### src/logic/clk_ctrl_map.svh
// Constants for the clock prescaler and power-mode gating block
`ifndef CLK_CTRL_MAP_SVH
`define CLK_CTRL_MAP_SVH

// ***************************************************
// Prescaler geometry
// ***************************************************
`define SYS_PRE_W     13
`define SYS_PRE_RST   13'h0000
`define SUB_PRE_W     5
`define SUB_PRE_RST   5'h00

// ***************************************************
// System clock divider ahead of the system prescaler
// ***************************************************
`define DIV_CNT_W     6
`define DIV_CNT_RST   6'h00
`define DIV_SEL_W     3
`define DIV_SEL_MAX   3'h6

// ***************************************************
// Subclock sampling and phase counter
// ***************************************************
`define SYNC_STAGES   3
`define SYNC_RST      3'h0
`define PH_W          3
`define PH_RST        3'h0
`define PH_QUARTER    2'h3
`define SUBDIV_SEL_W  2
`define SUBDIV_2      2'h0
`define SUBDIV_4      2'h1
`define SUBDIV_8      2'h2

// ***************************************************
// Clock rates
// ***************************************************
`define SYS_CLK_HZ    40000000
`define SUB_CLK_HZ    32768

`endif

### src/logic/clk_ctrl_pkg.sv
// Types for the clock prescaler and power-mode gating block
package clk_ctrl_pkg;
`include "clk_ctrl_map.svh"

   // Operating modes after reset
   typedef enum logic [2:0] {
      MODE_ACTIVE,
      MODE_SLEEP,
      MODE_SUBACTIVE,
      MODE_SUBSLEEP,
      MODE_STANDBY
   } power_mode_t;

   // Whole state of the block in one word
   typedef struct packed {
      power_mode_t                    mode;
      logic [`DIV_CNT_W-1:0]          div_cnt;
      logic [`SYS_PRE_W-1:0]          pres_s;
      logic [`SYNC_STAGES-1:0]        sync;
      logic                           sub_lvl;
      logic [`PH_W-1:0]               ph;
      logic [`SUB_PRE_W-1:0]          pres_w;
   } clk_state_t;

endpackage : clk_ctrl_pkg

### src/logic/tap_pulse_gen.sv
// Turns a binary prescaler count into one-cycle divided enable pulses
module tap_pulse_gen #(
   parameter int WIDTH = 13
) (
   input  wire logic [WIDTH-1:0] i_count,
   input  wire logic             i_advance,
   output wire logic [WIDTH-1:0] o_tap
);

   // ***************************************************
   // Elaboration check
   // ***************************************************
   if (WIDTH < 1) begin : g_bad_width
      $error("tap_pulse_gen needs WIDTH of at least one");
   end

   // ***************************************************
   // Tap decode
   // ***************************************************
   // Tap i fires when bits i..0 are all ones and the count steps,
   // which is once per 2^(i+1) steps; no derived clock is made
   for (genvar i = 0; i < WIDTH; i++) begin : g_tap
      assign o_tap[i] = i_advance & (&i_count[i:0]);
   end

endmodule : tap_pulse_gen

### src/logic/clock_prescalers_mode_gating.sv
// Clock prescalers and per-mode clock gating for the CPU and peripherals
// Functional notes
// - System prescaler is 13-bit up-counter, one step per divided system clock tick.
// - Reset clears system prescaler; counting starts at reset release.
// - Standby, subactive, subsleep: system prescaler stopped and held at zero.
// - System prescaler has no processor read or write path.
// - Shared taps from divided system clock over 2 to over 8192, chosen per peripheral.
// - In active and sleep, prescaler input is system clock over selected divisor.
// - Subclock prescaler is 5-bit counter fed by subclock over four.
// - Subclock taps over 8 to over 128 feed the timer timebase.
// - Reset clears subclock prescaler; counting starts at reset release.
// - Subclock prescaler keeps counting in standby, subactive and subsleep.
// - Active: processor and peripherals clocked from divided system clock.
// - Subactive: processor and peripherals on subclock over two, four or eight.
// - Sleep: processor stopped, peripherals keep system clock.
// - Subsleep: processor stopped, peripherals keep subclock.
// - Standby: all halted except timebase real-time clock when selected.
// - Each unused peripheral can be halted alone by gating its clock.
// - Software standby select: zero enters sleep or subsleep, one standby.
`include "clk_ctrl_map.svh"

module clock_prescalers_mode_gating #(
   parameter int N_PERIPH = 8
) (
   input  wire logic                       i_clk,
   input  wire logic                       i_rst,
   input  wire logic                       i_sub_clk,
   input  wire logic [`DIV_SEL_W-1:0]      i_sys_clk_div_select,
   input  wire logic [`SUBDIV_SEL_W-1:0]   i_sub_div_select,
   input  wire logic                       i_software_standby_select,
   input  wire logic                       i_sleep_exec,
   input  wire logic                       i_sub_transfer,
   input  wire logic                       i_wake,
   input  wire logic                       i_wake_to_sub,
   input  wire logic                       i_timebase_select,
   input  wire logic [N_PERIPH-1:0]        i_module_standby,
   output clk_ctrl_pkg::power_mode_t       o_mode,
   output wire logic [`SYS_PRE_W-1:0]      o_sys_taps,
   output wire logic [`SUB_PRE_W-1:0]      o_sub_taps,
   output wire logic                       o_cpu_ce,
   output wire logic [N_PERIPH-1:0]        o_periph_ce,
   output wire logic                       o_rtc_ce,
   output wire logic                       o_sys_running
);
   import clk_ctrl_pkg::*;

   // ***************************************************
   // Elaboration checks
   // ***************************************************
   if (N_PERIPH < 1) begin : g_bad_periph
      $error("N_PERIPH must be at least one");
   end
   // The sampler needs several system ticks per subclock half period
   if (`SYS_CLK_HZ < 8 * `SUB_CLK_HZ) begin : g_bad_rate
      $error("System clock too slow to sample the subclock");
   end

   // ***************************************************
   // Decode functions
   // ***************************************************
   // Divisor 2^sel for the system prescaler input, codes above six read as six
   function automatic logic [`DIV_CNT_W-1:0] sys_div_mask(
      input logic [`DIV_SEL_W-1:0] sel
   );
      logic [`DIV_SEL_W-1:0] s;
      s = (sel > `DIV_SEL_MAX) ? `DIV_SEL_MAX : sel;
      sys_div_mask = `DIV_CNT_W'((7'h01 << s) - 7'h01);
   endfunction : sys_div_mask

   // Phase mask for subclock over two, four or eight; spare code gives eight
   function automatic logic [`PH_W-1:0] sub_div_mask(
      input logic [`SUBDIV_SEL_W-1:0] sel
   );
      case (sel)
         `SUBDIV_2: sub_div_mask = 3'h1;
         `SUBDIV_4: sub_div_mask = 3'h3;
         `SUBDIV_8: sub_div_mask = 3'h7;
         default:   sub_div_mask = 3'h7;
      endcase
   endfunction : sub_div_mask

   // ***************************************************
   // State and decoded strobes
   // ***************************************************
   clk_state_t             state_q;
   clk_state_t             state_d;
   logic                   sys_run;
   logic                   sys_ce;
   logic                   sub_agree;
   logic                   sub_edge;
   logic                   w_adv;
   logic                   sub_ce;
   logic                   periph_base;
   logic                   cpu_ce;
   logic [`SYS_PRE_W-1:0]  sys_taps;
   logic [`SUB_PRE_W-1:0]  sub_taps;

   // Strobes shared by the next-state logic and the gating
   always_comb begin
      sys_run   = (state_q.mode == MODE_ACTIVE) || (state_q.mode == MODE_SLEEP);
      sys_ce    = sys_run &&
                  ((state_q.div_cnt & sys_div_mask(i_sys_clk_div_select)) ==
                   sys_div_mask(i_sys_clk_div_select));
      // Only the second and third stages are looked at, never the first
      sub_agree = (state_q.sync[1] == state_q.sync[2]);
      sub_edge  = sub_agree && state_q.sync[2] && !state_q.sub_lvl;
      w_adv     = sub_edge && (state_q.ph[1:0] == `PH_QUARTER);
      sub_ce    = sub_edge &&
                  ((state_q.ph & sub_div_mask(i_sub_div_select)) ==
                   sub_div_mask(i_sub_div_select));
   end

   // ***************************************************
   // Next state
   // ***************************************************
   // One pass builds the whole next state from the current one
   always_comb begin
      state_d = state_q;

      // Three-stage pin sampler, level accepted when stages two and three agree
      state_d.sync = {state_q.sync[`SYNC_STAGES-2:0], i_sub_clk};
      if (sub_agree) begin
         state_d.sub_lvl = state_q.sync[2];
      end

      // Subclock phase counter runs whatever the mode
      if (sub_edge) begin
         state_d.ph = state_q.ph + `PH_W'(1);
      end

      // Subclock prescaler keeps stepping in every mode
      if (w_adv) begin
         state_d.pres_w = state_q.pres_w + `SUB_PRE_W'(1);
      end

      // System divider and prescaler stop and clear with the system clock
      if (sys_run) begin
         state_d.div_cnt = state_q.div_cnt + `DIV_CNT_W'(1);
         if (sys_ce) begin
            state_d.pres_s = state_q.pres_s + `SYS_PRE_W'(1);
         end
      end else begin
         state_d.div_cnt = `DIV_CNT_RST;
         state_d.pres_s  = `SYS_PRE_RST;
      end

      // Mode sequencing on the sleep instruction, transfers and wake-ups
      case (state_q.mode)
         MODE_ACTIVE: begin
            if (i_sleep_exec) begin
               state_d.mode = i_software_standby_select ? MODE_STANDBY
                                                        : MODE_SLEEP;
            end else if (i_sub_transfer) begin
               state_d.mode = MODE_SUBACTIVE;
            end
         end
         MODE_SLEEP: begin
            if (i_wake) begin
               state_d.mode = MODE_ACTIVE;
            end
         end
         MODE_SUBACTIVE: begin
            if (i_sleep_exec) begin
               state_d.mode = i_software_standby_select ? MODE_STANDBY
                                                        : MODE_SUBSLEEP;
            end else if (i_sub_transfer) begin
               state_d.mode = MODE_ACTIVE;
            end
         end
         MODE_SUBSLEEP: begin
            if (i_wake) begin
               state_d.mode = MODE_SUBACTIVE;
            end
         end
         MODE_STANDBY: begin
            if (i_wake) begin
               state_d.mode = i_wake_to_sub ? MODE_SUBACTIVE : MODE_ACTIVE;
            end
         end
         default: begin
            state_d.mode = MODE_ACTIVE;
         end
      endcase
   end

   // ***************************************************
   // State register
   // ***************************************************
   // Everything clears on reset, so both prescalers start from zero
   always_ff @(posedge i_clk or posedge i_rst) begin
      if (i_rst) begin
         state_q <= '0;
      end else begin
         state_q <= state_d;
      end
   end

   // ***************************************************
   // Divided taps
   // ***************************************************
   // The counter itself never leaves this block; only taps do
   tap_pulse_gen #(
      .WIDTH     (`SYS_PRE_W)
   ) u_sys_taps (
      .i_count   (state_q.pres_s),
      .i_advance (sys_ce),
      .o_tap     (sys_taps)
   );

   tap_pulse_gen #(
      .WIDTH     (`SUB_PRE_W)
   ) u_sub_taps (
      .i_count   (state_q.pres_w),
      .i_advance (w_adv),
      .o_tap     (sub_taps)
   );

   // ***************************************************
   // Mode gating
   // ***************************************************
   // Processor runs only in the two active modes
   always_comb begin
      case (state_q.mode)
         MODE_ACTIVE:    cpu_ce = sys_ce;
         MODE_SUBACTIVE: cpu_ce = sub_ce;
         default:        cpu_ce = 1'b0;
      endcase
   end

   // Peripherals follow the system clock or the subclock, none in standby
   always_comb begin
      case (state_q.mode)
         MODE_ACTIVE,
         MODE_SLEEP:     periph_base = sys_ce;
         MODE_SUBACTIVE,
         MODE_SUBSLEEP:  periph_base = sub_ce;
         default:        periph_base = 1'b0;
      endcase
   end

   // Per-module standby cuts each peripheral enable on its own
   for (genvar i = 0; i < N_PERIPH; i++) begin : g_periph
      assign o_periph_ce[i] = periph_base & ~i_module_standby[i];
   end

   // Timebase tick uses the slowest subclock tap, alive even in standby
   assign o_rtc_ce      = i_timebase_select & sub_taps[`SUB_PRE_W-1];
   assign o_cpu_ce      = cpu_ce;
   assign o_sys_taps    = sys_taps;
   assign o_sub_taps    = sub_taps;
   assign o_mode        = state_q.mode;
   assign o_sys_running = sys_run;
endmodule : clock_prescalers_mode_gating

### config.mk
export PLATFORM = sky130hd
export DESIGN_NAME = clock_prescalers_mode_gating
export DESIGN_NICKNAME = d
export VERILOG_FILES = /design/src/logic/clk_ctrl_pkg.sv /design/src/logic/tap_pulse_gen.sv /design/src/logic/clock_prescalers_mode_gating.sv
export VERILOG_INCLUDE_DIRS = /design/src /design/src/logic
export SDC_FILE = /design/constraint.sdc
export NUM_CORES = 1
export LEC_CHECK = 0
export BUFFER_PORTS_ARGS = -buffer_cell sky130_fd_sc_hd__buf_2
export CAP_MARGIN = 40
export CORE_AREA = 2 2 66 68
export CTS_CLUSTER_DIAMETER = 40
export DETAILED_ROUTE_END_ITERATION = 10
export DIE_AREA = 0 0 68 70
export PLACE_DENSITY = 0.8
export SLEW_MARGIN = 40
export SYNTH_ARGS = -nofsm -noshare
export SYNTH_HDL_FRONTEND = slang
export SYNTH_SLANG_ARGS = --single-unit
### constraint.sdc
create_clock -name i_clk -period 1.75 [get_ports i_clk]
set_input_delay 0.175 -clock i_clk [delete_from_list [all_inputs] [get_ports i_clk]]
set_output_delay 0.175 -clock i_clk [all_outputs]
set_load 0.02 [all_outputs]
=== Word-level counts from Yosys, hierarchy flattened ===
Cells that the tools add are included.

* Input bits: 22
* Register bits: 34
* Word-level logic and storage cells: 111

* Bitwise operators: 37
* Mux-type cells: 17
* Reduce and logical (&&, ||, !) cells: 28
* Shifts and indexed selects: 1
* Add/subtract/negate cells: 5
* Magnitude comparators: 1
* Equality and inequality tests: 15

{| class="wikitable"
|+ Operators with widths
! kind !! count
|-
| $mux 3 || 10
|-
| $and 1x1->1 || 27
|-
| $mux 19 || 1
|-
| $pmux 3 s5 || 1
|-
| $reduce_and 5->1 || 3
|-
| $add 13x1->13 const B || 1
|-
| $mux 13 || 1
|-
| $reduce_and 13->1 || 1
|-
| $reduce_and 12->1 || 1
|-
| $reduce_and 11->1 || 1
|-
| $reduce_and 10->1 || 1
|-
| $reduce_and 9->1 || 1
|-
| $not 1->1 || 8
|-
| $reduce_and 4->1 || 2
|-
| $reduce_and 8->1 || 1
|-
| $reduce_and 7->1 || 1
|-
| $add 6x1->6 const B || 1
|-
| $and 6x6->6 || 1
|-
| $eq 3x2->1 const B || 2
|-
| $eq 6x6->1 || 1
|-
| $ne 2x2->1 const B || 3
|-
| $ne 3x3->1 const B || 2
|-
| $pmux 3 s2 || 1
|-
| $reduce_and 3->1 || 2
|-
| 23 further kinds || 30
|}

=== Logic depth before layout (Yosys ltp) ===
Gate-level depths: netlist of run 1.

* Depth in word-level cells: 9
* Mapped depth: 7
* Mapped depth without buffers: 7

=== Cells and area by module ===
From an unflattened synthesis of run 1, not the netlist that was laid out.

* Cell total of the unflattened synthesis: 214
* Area total of the unflattened synthesis: 1975.6 µm²

{| class="wikitable"
|+ Modules (own cells, without submodules)
! module !! area each (µm²) !! cells an instance !! times used
|-
| clock_prescalers_mode_gating || 1794.2 || 186 || 1
|-
| tap_pulse_gen (u_sys_taps) || 138.9 || 23 || 1
|-
| tap_pulse_gen (u_sub_taps) || 42.5 || 5 || 1
|}

=== Worst setup path after synthesis of run 1 ===
OpenSTA, ideal clock, no wires.

* Path type: reg2out
* Start point: register state_q[25] in the netlist's numbering
* End point: output o_sys_taps[12]
* Setup slack: -0.486 ns
* Stages on the path, launching flop included: 5
* Data arrival time: 2.061 ns
* Buffers on the path: 0
* Path through: dfrtp_1 -> or3b_1 -> o221a_4 -> nor4_1 -> and4_1

* Word-level cells in the longest chain between the ends: 4

{| class="wikitable"
|+ RTL lines
! element !! line !! text
|-
| start, declared || clock_prescalers_mode_gating.sv:85 || <nowiki>clk_state_t state_q;</nowiki>
|-
| start signal, assigned || clock_prescalers_mode_gating.sv:194 || <nowiki>state_q <= state_d;</nowiki>
|-
| $and 6x6->6 || clock_prescalers_mode_gating.sv:102 || <nowiki>((state_q.div_cnt & sys_div_mask(i_sys_clk_div_select)) ==</nowiki>
|-
| $eq 6x6->1 || clock_prescalers_mode_gating.sv:102 ||
|-
| $logic_and 1x1->1 || clock_prescalers_mode_gating.sv:101 || <nowiki>sys_ce = sys_run &&</nowiki>
|-
| $and 1x1->1 || tap_pulse_gen.sv:23 || <nowiki>assign o_tap[i] = i_advance & (&i_count[i:0]);</nowiki>
|-
| end, declared || clock_prescalers_mode_gating.sv:38 || <nowiki>output wire logic [`SYS_PRE_W-1:0] o_sys_taps,</nowiki>
|}

No other way between the ends.

=== Worst setup path in the final report of run 1 ===
* Start point: register state_q[25] in the netlist's numbering
* End point: output o_sys_taps[8]

Same word-level chain as after synthesis.

==> results.yml, run 1 <==
run_status:
  status: "finished with violations"
  violations: "setup timing"
final_layout:
  layout-area-overhead-vs-synth_pct: 64.6
  layoutNonFillerInstCount: 372
  n_antenna_cell: 0
  final_layout_size_suffix_gt1_share_pct: 53.1
  nets: 351
sta:
  timing.final.hold_violations: 0
  clock_skew_ps: 4.12
  timing.slew.headroom_pct: 61.5
  tightestPinTransition_ps: 577
  fmax_mhz: 501
  final_setup_slack_of_the_worst_path_ps: -245
  rsz_0062_raised_after_global_routing: "true"
  timing.final.crit_share_pct: 114
  slew_violations: 0
  layout_min_cycle_time_ps: 2000
  fin_hold_ws_ps: 154
  finalSetupTns_ps: -5190
  final-setup-viol-count: 28
setup_path:
  critical_path.max_stage_delay_ps: 400
  worst-path-max-fanout: 7
  cp_data_arrival_time_ps: 1820
  worst_case_reg_to_reg_path_depth: 6
  cp_num_cells: 7
  critical_path.most_common_cell: "buf_4"
  worst-path-buf-inv: 3
  crit_end: "o_sys_taps[8]"
  cp.required_ps: 1570
  startpoint_type: "register"
  crit_chain: "buf_4 > a2bb2oi_4 > o221a_4 > nor2_1 > buf_4 > and3_1 > buf_4"
  cp-end-kind: "output port"
  critPathSlowestCell: "dfrtp_1"
  cpLargestDelayFamily: "buffers and inverters"
  crit_path_start: "state_q[25]$_DFF_PP0_"
  rr_endpoint: "state_q[15]$_DFFE_PP0P_"
  worstSetupPathType: "reg2out"
  internal_reg_to_reg_setup_slack_ps: -160
  regToRegStartpoint: "state_q[25]$_DFF_PP0_"
logic_synthesis:
  synth-simple-area-share_pct: 29.4
  post_synth.cell_area_avg_um2: 9.06
  synth.mux.area_fraction_pct: 2.11
  synth_sequential_area_ratio_pct: 42.1
  synth.distinct_cells: 42
  synth-edff-count: 0
  yosys_reg_bits: 34
  async_reset_ff_share_pct: 100
  syn_nets: 255
  syn_inst: 223
  ys_dominant_reg_cell: "dfrtp_1"
  combinational_family_with_the_most_area_after_synthesis: "simple AND/OR/NAND/NOR gates"
  synth.yosys.warnings: 0
  synth-adder-area-share_pct: 6.19
  compound_gate_fraction_of_synth_area_pct: 13.1
  syn_area_um2: 2020
  post_synth_xor_area_fraction_pct: 3.03
placement:
  post-place-cells: 341
  hpwl_detailed_mm: 3.65
  portBuffers: 53
  globalplace.congestion: 0.901
clock_tree:
  cts-root-to-sink-buffers: 2
  clockRootBuffer: "clkbuf_8"
  tritoncts_num_sinks: 34
  tritoncts_clock_tree: "done"
  htree_num_levels: 2
  cts_buffers: 5
  insertion_delay_ps: 300
  clkTransAtPathRegs_ps: 70
floorplanning:
  fp.dieW_um: 68
  design.core.area_um2: 4140
  chipHeight_um: 70
  ioPinCount: 54
  initial_core_util_pct: 48.8
  placementRows: 24
  die_area_um2: 4760
power:
  final_total_power_mw: 3.18
  powerDensity_nw_per_um2: 956
  p_leak_nw: 1.56
  vdd_drop_max_uv: 527
route:
  via_count: 2173
  vias_per_cell: 5.84
  drt_first_pass_iters: 4
  antenna_violating_nets_post_route: 0
  wirelength_mm: 6.73
  wire_per_inst_um: 18.1
  detailedRoute.firstIterationViolations: 149
  drc_errors: 0
grt:
  grt_use_total_pct: 28.2
  grt_pass1_wl_mm: 10.1
  number_of_global_route_vias_before_repair: 2224
  overflow: 0
  grt_antenna_before_repair: 0
  largest_net_degree_at_the_start_of_global_routing: 23
min_path:
  min-delay-path-class: "in2reg"
run:
  maxCapViolations: 0
-- stage by stage --
step                      utilization [%]  area, um2  worst slack [ps]
after floorplan                         -       2060              -143
final                                80.3       3330              -245
after global placement               61.1       2530              28.2
after detailed placement             61.1       2530              24.5
after CTS                            73.9       3060              -213
after global routing                 80.3       3330              -351
-- cell type report --
class | count | area [um2]
inverters | 5 | 18.8
well taps | 52 | 65.1
fillers | 224 | 817
multi-input cells | 171 | 1470
repair buffers | 102 | 806
clock buffers | 8 | 110
flip-flops and latches | 34 | 855
-- layout by cell type (no fill, tap or decap), types with 3 or more instances in the layout --
master	count
clkbuf_8	8
a21oi_2	3
nand2_1	20
buf_6	22
a21oi_1	9
xnor2_1	4
dfrtp_1	31
nor2_1	10
nor3_2	5
dfrtp_2	3
xor2_1	3
buf_2	29
inv_1	3
buf_4	47
o21ai_2	3
and3_4	6
nor3_1	3
nand3_1	16
nor3_4	7
ha_1	7
or3_1	5
nand2b_1	4
and3_1	9
and2_1	3
-- report_power, final --
group	leakage [nW]	internal, mW	switching [mW]
Clock	0.0575	0.397	0.294
Sequential	0.446	0.918	0.130
Combinational	1.05	0.655	0.786
Total	1.56	1.97	1.21
-- routing by layer --
metal  vias to the layer above  share of wire (%)  global-route usage, %
met5                         -                  0                      0
met4                         0                3.6                   11.3
met3                        23                4.5                   7.25
met2                        79                 54                   48.7
met1                      1062                 38                   32.2
li1                       1009                  -                      -
-- state kept, by name, indices dropped and copies added, names as in the netlist --
register / flops
state_q: 29
o_mode: 3
state_d: 2
-- cell usage after synthesis (all sizes together), types with 3 or more instances --
cell type | n | share of area, %
nor2 | 11 | 2.0
and2 | 4 | 1.2
or3 | 6 | 1.9
xnor2 | 4 | 1.7
nand2 | 22 | 4.1
nand3 | 17 | 4.2
buf | 5 | 1.6
and3 | 15 | 4.6
dfrtp | 34 | 42
ha | 10 | 6.2
a31oi | 4 | 1.2
inv | 5 | 0.93
a21oi | 12 | 3.0
nor2b | 4 | 1.2
o21ai | 6 | 1.5
nand2b | 4 | 1.2
xor2 | 3 | 1.3
nor4 | 4 | 1.2
nor3 | 15 | 3.7
clkbuf | 8 | 1.5
-- worst min-delay path, cell delays in order --
cell     delay [ps]
buf_2           100
nand3_1          70
a21oi_1          60
-- worst min path at each step --
| stage | start | endpoint | slack, ps | cells past startpoint |
|---|---|---|---|---|
| final | i_software_standby_select | o_mode[2]$_DFFE_PP0P_ | 150 | 3 |
| after global routing | i_software_standby_select | o_mode[2]$_DFFE_PP0P_ | 170 | 3 |
| after CTS | i_software_standby_select | o_mode[2]$_DFFE_PP0P_ | 160 | 3 |
| after detailed placement | i_rst | state_d[11]$_DFF_PP0_ | 240 | 2 |
| after global placement | i_rst | state_d[11]$_DFF_PP0_ | 230 | 2 |
| after floorplan | i_sub_clk | state_d[10]$_DFF_PP0_ | 210 | 0 |
-- cells by family (layout without fill, tap and decap cells) --
group / after synthesis / after routing
buffers and inverters: 18 / 115
and+or+nand+nor: 112 / 112
xor gates and xnor gates: 7 / 7
DFF: 34 / 34
muxes: 4 / 4
adders and majority gates: 10 / 10
AOI/OAI and AO/OA: 38 / 38
-- timing repair --
item | CTS | global route
setup endpoints to repair | 25 | 34
pin swaps | 10 | 15
gates resized for setup | 71 | 51
setup buffers | 17 | 7
hold buffers | 2 | 0
hold endpoints to repair | 13 | 0
No activity file was read; power rests on OpenSTA's default activity.
==> run 2, diff against run 1 <==
Settings changed: ABC_AREA from default to 1, CORE_AREA 2 2 66 68 to 2 2 68 70, DIE_AREA 0 0 68 70 to 0 0 70 72, PLACE_DENSITY 0.8 to 0.79.
==> run 2 against run 1 <==
Effect of this change: the run still ends with setup timing left; core utilization fell by 6.1 points; sequential power barely moved; critical path depth grew 1; sequential share of layout area up 1.2 points; combinational power is 17% lower; critical path type unchanged; highest routed layer unchanged.
==> results.yml, run 2 <==
run_status:
  status: "finished with violations"
  violations: "setup timing"
logic_synthesis:
  synth-edff-count: 0
  yosysTopAreaCellShare_pct: 39.1
  synth.area.top_cells: "dfrtp_1, nand2_1, inv_1"
  async_reset_ff_share_pct: 100
  synth.largest_area_cell: "dfrtp_1"
  synth.distinct_cells: 33
  synth.yosys.warnings: 0
  post_synth.cell_area_avg_um2: 7.63
  syn_nets: 317
  yosys-top-cells-count: "nand2_1, inv_1, nor2_1"
  yosys.cell_count.top_type: "nand2_1"
  syn_area_um2: 2170
  ys_dominant_reg_cell: "dfrtp_1"
  yosys_reg_bits: 34
  syn_inst: 285
  synth_sequential_area_ratio_pct: 39.1
sta:
  tightestPinTransition_ps: 442
  clock_skew_ps: 2.78
  final_setup_slack_of_the_worst_path_ps: -135
  timing.slew.headroom_pct: 70.6
  final-setup-viol-count: 15
  timing.final.crit_share_pct: 108
  rsz_0062_raised_after_global_routing: "true"
  slew_violations: 0
  layout_min_cycle_time_ps: 1890
  timing.final.hold_violations: 0
  finalSetupTns_ps: -784
  fmax_mhz: 530
  fin_hold_ws_ps: 91.1
floorplanning:
  placementRows: 24
  design.core.area_um2: 4260
  die_area_um2: 5040
  initial_core_util_pct: 51.0
  ioPinCount: 54
  chipHeight_um: 72
  fp.dieW_um: 70
placement:
  globalplace.congestion: 0.889
  portBuffers: 53
  hpwl_detailed_mm: 3.52
setup_path:
  cp_data_arrival_time_ps: 1710
  crit_path_start: "state_q[12]$_DFFE_PP0P_"
  critPathSlowestCell: "dfrtp_1"
  worst_case_reg_to_reg_path_depth: 11
  cpLargestDelayFamily: "simple AND/OR/NAND/NOR gates"
  startpoint_type: "register"
  crit_end: "o_sys_taps[12]"
  critical_path.max_stage_delay_ps: 400
  crit_chain: "ha_4 > inv_4 > nor2_4 > nand3_4 > nor2_4 > nand4_1 > nor2_1 > buf_4"
  worst-path-buf-inv: 2
  worst-path-max-fanout: 6
  critical_path.most_common_cell: "nor2_4"
  regToRegStartpoint: "state_q[27]$_DFF_PP0_"
  cp_num_cells: 8
  internal_reg_to_reg_setup_slack_ps: 80
  cp-end-kind: "output port"
  cp.required_ps: 1570
  rr_endpoint: "state_q[12]$_DFFE_PP0P_"
  worstSetupPathType: "reg2out"
route:
  drt_first_pass_iters: 4
  wire_per_inst_um: 13.7
  detailedRoute.firstIterationViolations: 171
  vias_per_cell: 5.21
  wirelength_mm: 5.91
  antenna_violating_nets_post_route: 0
  drc_errors: 0
  via_count: 2250
clock_tree:
  insertion_delay_ps: 280
  cts-root-to-sink-buffers: 2
  clockRootBuffer: "clkbuf_8"
  tritoncts_clock_tree: "done"
  clkTransAtPathRegs_ps: 70
  tritoncts_num_sinks: 34
  cts_buffers: 5
  htree_num_levels: 2
grt:
  grt_pass1_wl_mm: 8.80
  largest_net_degree_at_the_start_of_global_routing: 35
  overflow: 0
  grt_use_total_pct: 21.6
  grt_antenna_before_repair: 0
  number_of_global_route_vias_before_repair: 2044
run:
  maxCapViolations: 0
final_layout:
  max_flop_register: "state_q"
  largest_register_ffs: 29
  top_library_cells_by_usage_in_the_layout_fill_and_taps_aside: "nand2_1, buf_4, inv_1, dfrtp_1, buf_2"
  nets: 411
  final_core_util_pct: 74.1
  n_antenna_cell: 0
  final_layout_size_suffix_gt1_share_pct: 40.5
  layout.cells.most_common: "nand2_1"
  layout-area-overhead-vs-synth_pct: 45.5
  n_fill_cell: 302
power:
  p_leak_nw: 1.54
  final_total_power_mw: 2.81
  powerDensity_nw_per_um2: 889
  vdd_drop_max_uv: 594
min_path:
  hold_start: "i_wake"
  min-delay-path-class: "in2reg"
[run 2: changes by cell type after synthesis, moves of 8 or more]
cell,change
and3_1,-15
inv_1,+36
nand2_1,+39
nand3_1,+11
nand4_1,+8
nor2_1,+24
nor3_1,-14
[run 2: worst reg2reg max path, cell delays in order, from the launching register on]
cell and delay, ps:
dfrtp_1 410, inv_1 80, nand2_1 60, a21boi_2 180
nor2_4 60, buf_12 150, nand2_8 80, buf_4 110
buf_4 150, buf_4 170, nand3_1 80, o21ai_1 80
[run 2: cell families after synthesis]
group	Yosys count	share of synthesized area, %
mux	2	1.04
compound gates	30	8.12
fa+ha+maj	10	5.76
buf+inv	53	10.8
simple gates	148	31.9
xor+xnor	8	3.22
flops	34	39.1
[run 2: power by group]
| group | total (mW) | switching, mW | internal (mW) |
|---|---|---|---|
| clock | 0.601 | 0.283 | 0.317 |
| combinational | 1.19 | 0.676 | 0.509 |
| sequential | 1.03 | 0.117 | 0.908 |
[run 2: how the worst min path moves through the flow]
stage / cells past startpoint / slack (ps) / end
final: 2 / 90 / o_mode[2]$_DFFE_PP0P_
after global placement: 3 / 290 / state_q[3]$_DFFE_PP0P_
after detailed placement: 3 / 290 / state_q[3]$_DFFE_PP0P_
after floorplan: 0 / 210 / state_d[10]$_DFF_PP0_
after global routing: 2 / 100 / o_mode[2]$_DFFE_PP0P_
after CTS: 2 / 90 / o_mode[2]$_DFFE_PP0P_
[run 2: final cells by class]
class	instances	area, um2	share of cell area [%]
Timing Repair Buffer	95	698	22.1
Inverter	43	171	5.42
Tap cell	52	65.1	2.06
Clock inverter	1	5.00	0.158
Sequential cell	34	851	26.9
Clock buffer	7	86.3	2.73
Multi-Input combinational cell	200	1280	40.6
[run 2: metrics by stage]
stage / setup WS [ps] / std cells / instance area (um2)
final: -135 / 432 / 3160
after detailed placement: 48.5 / 389 / 2500
after global routing: -234 / 432 / 3160
after global placement: 133 / 389 / 2500
after CTS: -72.5 / 414 / 2840
after floorplan: 38.8 / 285 / 2180
[run 2: layer usage]
| metal | share of wire (%) | up-vias | global-route usage, % |
|---|---|---|---|
| li1 | - | 1106 | - |
| met4 | 1.5 | 0 | 6.84 |
| met3 | 5.0 | 11 | 5.14 |
| met1 | 42 | 1054 | 27.4 |
| met5 | 0 | - | 0 |
| met2 | 52 | 79 | 36.9 |
[run 2: what timing repair did]
action | 4_1_cts | 5_1_grt
buffers inserted | 14 | 18
endpoints found under the setup margin | 25 | 26
hold buffers | 2 | 0
gates resized for setup | 28 | 53
pin swaps | 12 | 20
cloned | 1 | 1
endpoints found under the hold margin | 35 | 0
